## src/core/oc_map.vh

```
// Purpose: register offsets, field positions and reset values of the compare channel
// Assumes: classic wishbone, 32-bit data, byte addresses
// Notes:   offsets are multiples of four
`ifndef OC_MAP_VH
`define OC_MAP_VH
`define ADDR_CONTROL        4'h0
`define ADDR_PAD_CONFIG     4'h4
`define ADDR_PRIMARY        4'h8
`define ADDR_SECONDARY      4'hC
`define CTRL_IDLE_STOP      13
`define CTRL_FAULT          4
`define CTRL_TIMER_SEL      3
`define CTRL_WRITE_MASK     16'h200F
`define PAD_TRISTATE        3
`define PAD_WRITE_MASK      16'h001E
`define MODE_OFF            3'h0
`define MODE_SET_HIGH       3'h1
`define MODE_SET_LOW        3'h2
`define MODE_TOGGLE         3'h3
`define MODE_SINGLE         3'h4
`define MODE_CONT           3'h5
`define MODE_PWM            3'h6
`define MODE_PWM_FAULT      3'h7
`define RESET_WORD          16'h0000
`endif

```

## src/core/pin_sync.v

```verilog
// Purpose: two flip-flop synchroniser for a pin level
// Assumes: single clock clk_i, synchronous reset
// Notes:   first stage is read only by the second
`timescale 1ns/1ps
module pin_sync
(
    input  wire clk_i,
    input  wire rst_i,
    input  wire async_i,
    output wire sync_o
);
    reg meta_reg;
    reg stable_reg;

    // two stages against metastability
    always @(posedge clk_i)
    begin
        if (rst_i)
        begin
            meta_reg   <= 1'b0;
            stable_reg <= 1'b0;
        end
        else
        begin
            meta_reg   <= async_i;
            stable_reg <= meta_reg;
        end
    end

    assign sync_o = stable_reg;
endmodule // pin_sync

```

## src/core/output_compare_pwm_channel.v

```verilog
// Purpose: one output compare / pwm channel with wishbone registers
// Assumes: timer counts arrive on clk_i; fault pin and idle level are asynchronous
// Notes:   registers: control 0x0, pad config 0x4, primary 0x8, secondary 0xC
//
// Summary of operation
// - mode 000 disables the channel
// - mode 001 starts low, match forces high
// - mode 010 starts high, match forces low
// - mode 011 toggles output on match
// - mode 100 emits exactly one pulse
// - mode 101 pulses every timer period
// - mode 110 pwm ignoring fault pin
// - mode 111 pwm watching fault pin
// - fault flag bit 4, hardware only
// - bit 3 picks time base b
// - idle stop bit halts in idle
// - tristate bit hides output from pin
// - duty resolution follows period width
// - unimplemented control bits read zero
// - secondary copied to duty on period match
// - duty zero low, above period high
// - duty equal period: one count low
// - single pulse sets flag, then stops
//
// The implementer's own choices: register access over Wishbone and the address map.
`timescale 1ns/1ps
`include "oc_map.vh"
module output_compare_pwm_channel
(
    input  wire        clk_i,
    input  wire        rst_i,
    input  wire        cyc_i,
    input  wire        stb_i,
    input  wire        we_i,
    input  wire [3:0]  adr_i,
    input  wire [3:0]  sel_i,
    input  wire [31:0] dat_i,
    output reg  [31:0] dat_o,
    output wire        ack_o,
    input  wire [15:0] time_base_a_count_i,
    input  wire [15:0] time_base_a_period_i,
    input  wire [15:0] time_base_b_count_i,
    input  wire [15:0] time_base_b_period_i,
    input  wire        cpu_idle_i,
    input  wire        fault_input_pin_i,
    output wire        compare_output_pin_o,
    output wire        compare_output_oe_o,
    output wire        compare_trigger_o,
    output wire        compare_interrupt_flag_o
);
    localparam [1:0] SP_ARMED = 2'b01;
    localparam [1:0] SP_DONE  = 2'b10;

    reg  [15:0] control_reg;
    reg  [15:0] pad_reg;
    reg  [15:0] primary_reg;
    reg  [15:0] secondary_reg;
    reg         out_reg;
    reg         out_next;
    reg         irq_reg;
    reg         irq_next;
    reg         fault_reg;
    reg  [1:0]  single_reg;
    reg  [1:0]  single_next;
    reg         ack_reg;
    reg         mode_write_reg;
    wire        fault_sync;
    wire        idle_sync;
    wire [2:0]  mode;
    wire [15:0] count;
    wire [15:0] period;
    wire        halted;
    wire        hit_primary;
    wire        hit_secondary;
    wire        hit_period;
    wire        is_pwm;
    wire        bus_req;
    wire        wr_ctrl;

    // asynchronous pins pass two flip-flops first
    pin_sync fault_sync_u
    (
        .clk_i   (clk_i),
        .rst_i   (rst_i),
        .async_i (fault_input_pin_i),
        .sync_o  (fault_sync)
    );

    pin_sync idle_sync_u
    (
        .clk_i   (clk_i),
        .rst_i   (rst_i),
        .async_i (cpu_idle_i),
        .sync_o  (idle_sync)
    );

    // byte-lane merge of a 16-bit register, masked to writable bits
    function [15:0] merge16;
        input [15:0] old_val;
        input [31:0] wdata;
        input [3:0]  lanes;
        input [15:0] wmask;
        reg   [15:0] tmp;
        begin
            tmp = old_val;
            if (lanes[0])
                tmp[7:0] = wdata[7:0];
            if (lanes[1])
                tmp[15:8] = wdata[15:8];
            merge16 = (tmp & wmask) | (old_val & ~wmask);
        end
    endfunction

    // field and time base selection
    assign mode   = control_reg[2:0];
    assign count  = control_reg[`CTRL_TIMER_SEL] ? time_base_b_count_i : time_base_a_count_i;
    assign period = control_reg[`CTRL_TIMER_SEL] ? time_base_b_period_i : time_base_a_period_i;
    assign halted = control_reg[`CTRL_IDLE_STOP] & idle_sync;
    assign is_pwm = (mode == `MODE_PWM) | (mode == `MODE_PWM_FAULT);

    // compare events; full 16-bit compare gives resolution set by period
    assign hit_primary   = (count == primary_reg);
    assign hit_secondary = (count == secondary_reg);
    assign hit_period    = (count == period);

    // wishbone classic slave, one wait state, ack drops after one cycle
    assign bus_req = cyc_i & stb_i;
    assign ack_o   = ack_reg;
    assign wr_ctrl = bus_req & ~ack_reg & we_i & (adr_i == `ADDR_CONTROL) & sel_i[0];

    always @(posedge clk_i)
    begin
        if (rst_i)
        begin
            ack_reg <= 1'b0;
            dat_o   <= 32'h00000000;
        end
        else
        begin
            ack_reg <= bus_req & ~ack_reg;
            dat_o   <= 32'h00000000;
            if (bus_req & ~ack_reg & ~we_i)
            begin
                if (adr_i == `ADDR_CONTROL)
                    dat_o <= {16'h0000, control_reg[15:5], fault_reg, control_reg[3:0]};
                else if (adr_i == `ADDR_PAD_CONFIG)
                    dat_o <= {16'h0000, pad_reg};
                else if (adr_i == `ADDR_PRIMARY)
                    dat_o <= {16'h0000, primary_reg};
                else if (adr_i == `ADDR_SECONDARY)
                    dat_o <= {16'h0000, secondary_reg};
                else
                    dat_o <= 32'h00000000;
            end
        end
    end

    // register writes; primary is read-only while in pwm
    always @(posedge clk_i)
    begin
        if (rst_i)
        begin
            control_reg    <= `RESET_WORD;
            pad_reg        <= `RESET_WORD;
            primary_reg    <= `RESET_WORD;
            secondary_reg  <= `RESET_WORD;
            mode_write_reg <= 1'b0;
        end
        else
        begin
            mode_write_reg <= wr_ctrl;
            if (bus_req & ~ack_reg & we_i)
            begin
                if (adr_i == `ADDR_CONTROL)
                    control_reg <= merge16(control_reg, dat_i, sel_i, `CTRL_WRITE_MASK);
                else if (adr_i == `ADDR_PAD_CONFIG)
                    pad_reg <= merge16(pad_reg, dat_i, sel_i, `PAD_WRITE_MASK);
                else if (adr_i == `ADDR_PRIMARY && !is_pwm)
                    primary_reg <= merge16(primary_reg, dat_i, sel_i, 16'hFFFF);
                else if (adr_i == `ADDR_SECONDARY)
                    secondary_reg <= merge16(secondary_reg, dat_i, sel_i, 16'hFFFF);
            end
            // duty double buffer loads at period end
            if (is_pwm && !halted && hit_period && !(bus_req & ~ack_reg & we_i & (adr_i == `ADDR_PRIMARY)))
                primary_reg <= secondary_reg;
        end
    end

    // waveform next-state logic
    always @*
    begin
        out_next    = out_reg;
        irq_next    = 1'b0;
        single_next = single_reg;
        case (mode)
            `MODE_OFF:
            begin
                out_next = 1'b0;
            end
            `MODE_SET_HIGH:
            begin
                if (hit_primary)
                begin
                    out_next = 1'b1;
                    irq_next = 1'b1;
                end
            end
            `MODE_SET_LOW:
            begin
                if (hit_primary)
                begin
                    out_next = 1'b0;
                    irq_next = 1'b1;
                end
            end
            `MODE_TOGGLE:
            begin
                if (hit_primary)
                begin
                    out_next = ~out_reg;
                    irq_next = 1'b1;
                end
            end
            `MODE_SINGLE:
            begin
                if (single_reg == SP_ARMED)
                begin
                    if (hit_secondary && out_reg)
                    begin
                        out_next    = 1'b0;
                        irq_next    = 1'b1;
                        single_next = SP_DONE;
                    end
                    else if (hit_primary)
                        out_next = 1'b1;
                end
                else
                    out_next = 1'b0;
            end
            `MODE_CONT:
            begin
                if (hit_secondary && out_reg)
                begin
                    out_next = 1'b0;
                    irq_next = 1'b1;
                end
                else if (hit_primary)
                    out_next = 1'b1;
            end
            default:
            begin
                // pwm: high below duty, so zero duty stays low, duty above period stays high
                if (fault_reg)
                    out_next = 1'b0;
                else if (primary_reg == 16'h0000)
                    out_next = 1'b0;
                else if (primary_reg > period)
                    out_next = 1'b1;
                else
                    out_next = (count < primary_reg);
                if (hit_period)
                    irq_next = 1'b1;
            end
        endcase
    end

    // output, flag, single-pulse state; a mode write reinitialises
    always @(posedge clk_i)
    begin
        if (rst_i)
        begin
            out_reg    <= 1'b0;
            irq_reg    <= 1'b0;
            fault_reg  <= 1'b0;
            single_reg <= SP_ARMED;
        end
        else if (mode_write_reg)
        begin
            out_reg    <= (mode == `MODE_SET_LOW);
            irq_reg    <= 1'b0;
            // a fault seen in the same cycle as the rewrite wins over the clear
            fault_reg  <= (mode == `MODE_PWM_FAULT) & fault_sync;
            single_reg <= SP_ARMED;
        end
        else
        begin
            irq_reg <= 1'b0;
            // fault watched only in mode 111, held until mode rewrite
            if (mode == `MODE_PWM_FAULT && fault_sync)
                fault_reg <= 1'b1;
            else if (mode != `MODE_PWM_FAULT)
                fault_reg <= 1'b0;
            if (!halted)
            begin
                out_reg    <= out_next;
                irq_reg    <= irq_next;
                single_reg <= single_next;
            end
            if (mode == `MODE_PWM_FAULT && fault_sync)
                out_reg <= 1'b0;
        end
    end

    // pad: tristate hides the pin, trigger stays internal
    assign compare_trigger_o        = out_reg;
    assign compare_output_pin_o     = out_reg;
    assign compare_output_oe_o      = ~pad_reg[`PAD_TRISTATE] & (mode != `MODE_OFF);
    assign compare_interrupt_flag_o = irq_reg;
endmodule // output_compare_pwm_channel

```

## config.mk

```make
export PLATFORM = sky130hd
export DESIGN_NAME = output_compare_pwm_channel
export DESIGN_NICKNAME = d
export VERILOG_FILES = /design/src/core/pin_sync.v /design/src/core/output_compare_pwm_channel.v
export VERILOG_INCLUDE_DIRS = /design/src /design/src/core
export SDC_FILE = /design/constraint.sdc
export NUM_CORES = 1
export LEC_CHECK = 0
export BUFFER_PORTS_ARGS = -buffer_cell sky130_fd_sc_hd__buf_2
export CAP_MARGIN = 20
export CORE_AREA = 5 5 131 102
export DETAILED_ROUTE_END_ITERATION = 10
export DIE_AREA = 0 0 136 107
export PLACE_DENSITY = 0.68
export SLEW_MARGIN = 10
export SYNTH_ARGS = -nofsm -noshare
export SYNTH_HDL_FRONTEND = slang
export SYNTH_HIERARCHICAL = 1
export SYNTH_SLANG_ARGS = --single-unit
```

## constraint.sdc

```tcl
create_clock -name clk_i -period 5.7 [get_ports clk_i]
set_input_delay 0.57 -clock clk_i [delete_from_list [all_inputs] [get_ports clk_i]]
set_output_delay 0.57 -clock clk_i [all_outputs]
set_load 0.05 [all_outputs]
```

==> results.toml <==
[synth]
ys_ff_latch = 68
ys_warn_count = 6
ys_seq_area_share_pct = 29.5
synthCells = 524
synth_top_area_share_pct = 29.5
async_flop_share_pct = 0
synth_common_cells = "dfxtp_1 (68), nor2_1 (61), mux2i_1 (54)"
synth-main-ff-cell = "dfxtp_1"
syn_avg_cell_area_um2 = 8.82
synth_cell_types = 47
synth_largest_area_cell = "dfxtp_1"
netlist_area_um2 = 4620
synth-edff-count = 0
synthTopCellsByArea = "dfxtp_1 (29%), mux2i_1 (12%), ha_1 (8.7%)"
yosys.cell_count.top_type = "dfxtp_1"

[sta]
finalCritPeriodShare_pct = 61.6
period_minus_slack_ns = 3.51
tightestPinTransition_ns = 1.24
fmax_mhz = 285
setup_viol = 0
fin_tns_setup_ns = 0
hold_viol_final = 0
rsz0062_at_grt = "false"
max-slew-margin-rel_pct = 17.4
fin_worst_skew_ns = 0.0125
drv_slew = 0

[power]
ir_drop_mv = 0.157
power.leakage_nw = 2.31
powerDensity_nw_per_um2 = 218

[global_routing]
antenna_found_initial = 0
grt_start_max_net_pins = 52
grt_overflow = 0
grt_pass1_vias = 4329
grt_util_all_layers_pct = 19.0
grt_pass1_wl_um = 21900

[setup_path]
endpoint_kind = "flop"
worst_ep_required_time_ns = 5.88
crit_fanout = 28
crit_top_cell = "mux2i_1"
max_stage_delay_ns = 0.95
critPathBufInv = 1
start_kind = "flop"
crit_family = "compound AO/OA/AOI/OAI gates"
worstPathCellList = "buf_4 -> mux2i_1 -> xor2_1 -> nor4_2 -> o221ai_2 -> a221oi_4 -> mux2i_1 -> nor2_1"
crit_slowest_cell = "a221oi_4"
path_class = "flop to flop"
arrival_ns = 3.69

[finish]
num-nets-final = 770
multi_input_area_um2 = 3000
syn2layout_area_growth_pct = 20.2
drive_gt1_share_pct = 26.4
ff_latch_area_um2 = 1360
fin_area_um2 = 5560
n_fill_cell = 1160
antenna_cells = 0

[die]
die_h_um = 107
ios = 148
rows = 35
die_x_um = 136
dieArea_um2 = 14600
initial_core_util_pct = 38.7
core_area_um2 = 12000

[placement]
dp_hpwl_um = 11000
port_buffers = 113
place_congestion = 0.919
placed_area_um2 = 5250

[status]
status = "completed"

[routing]
dr.pass1.iters = 5
routedWlPerCell_um = 17.3
drc = 0
vias = 4338
drt-vias-per-instance = 5.44
drtIter0Drc = 293
routed_wl_um = 13800
antenna_left = 0

[cts]
clkSinkCount = 68
clockBufferDepth = 2
ctsHoldBuffers = 0
cts_tree = "yes"
htreeDepth = 3
clkTransAtPathRegs_ns = 0.06
clock_latency_ns = 0.34
cts_resized = 0
postCtsSetupRepairBufs = 0
root_buffer = "clkbuf_16"
cts_buffers = 9

[min_path]
hold_class = "flop to flop"

[job]
maxCapViolations = 0
-- routing by layer --
metal / GRT usage [%] / routed length (µm)
met1: 25.6 / 6200
met2: 30.4 / 6450
met3: 5.11 / 1050
met4: 4.39 / 136
met5: 0 / 0
-- layout by cell type, fill, tap and decap left out, types with 2 or more instances in the layout --
cell / n
a2111oi_0: 3
a211oi_1: 2
a21o_1: 3
a21oi_1: 26
a221oi_1: 5
a222oi_1: 2
a22oi_1: 10
a31oi_1: 2
and3_1: 2
and4_1: 2
buf_2: 113
buf_4: 3
clkbuf_16: 9
clkinv_4: 2
clkinvlp_4: 2
conb_1: 16
dfxtp_1: 67
ha_1: 32
inv_1: 23
mux2_2: 31
mux2i_1: 54
nand2_1: 30
nand2b_1: 2
nand3_1: 19
nand3b_1: 2
nand4_1: 14
nor2_1: 61
nor2b_1: 7
nor3_1: 6
nor4_1: 11
o211ai_1: 3
o21ai_0: 6
xnor2_1: 28
xor2_1: 17
-- layout make-up --
class	count	area share [%]
Clock inverter	6	1.28
Tap cell	166	3.74
Timing Repair Buffer	116	10.6
Sequential cell	68	24.5
Multi-Input combinational cell	409	54.0
Clock buffer	10	4.30
Inverter	23	1.55
-- power by group --
part / internal, mW / switching, mW / leakage [nW] / total (mW)
logic: 0.0622 / 0.0998 / 1.62 / 0.162
clock network: 0.353 / 0.217 / 0.145 / 0.570
registers: 0.478 / 0.00190 / 0.549 / 0.480
-- final timing paths --
kind / slack, ns / end / cells past startpoint / start
max: 2.19 / primary_reg[13] / 8 / control_reg[3]
min reg2reg: 0.44 / fault_sync_u/sync_o / 1 / fault_sync_u/meta_reg
min: 0.44 / fault_sync_u/sync_o / 1 / fault_sync_u/meta_reg
max reg2reg: 2.19 / primary_reg[13] / 8 / control_reg[3]
-- per-stage QoR --
| stage | std cells | setup WS (ns) | total power, mW | hold WS (ns) | utilization [%] |
|---|---|---|---|---|---|
| detailed placement | 782 | 2.18 | 0.649 | 0.434 | 43.9 |
| floorplan | 539 | 2.85 | 0.593 | 0.414 | - |
| CTS | 798 | 2.17 | 1.22 | 0.439 | 46.5 |
| global placement | 782 | 2.27 | 0.644 | 0.430 | 43.9 |
| finish | 798 | 2.19 | 1.21 | 0.445 | 46.5 |
| global route | 798 | 1.93 | 1.26 | 0.444 | 46.5 |
-- logic make-up after synthesis --
group                      after synthesis  synth area share (%)
other                                    1                0.0811
DFF                                     68                  29.5
adders and majority gates               32                  8.66
AOI/OAI and AO/OA                       68                  10.3
buffers and inverters                   62                  6.79
xor gates and xnor gates                45                  8.53
muxes                                   85                  19.2
and+or+nand+nor                        163                  16.9
Power figures use the tool's default switching activity.
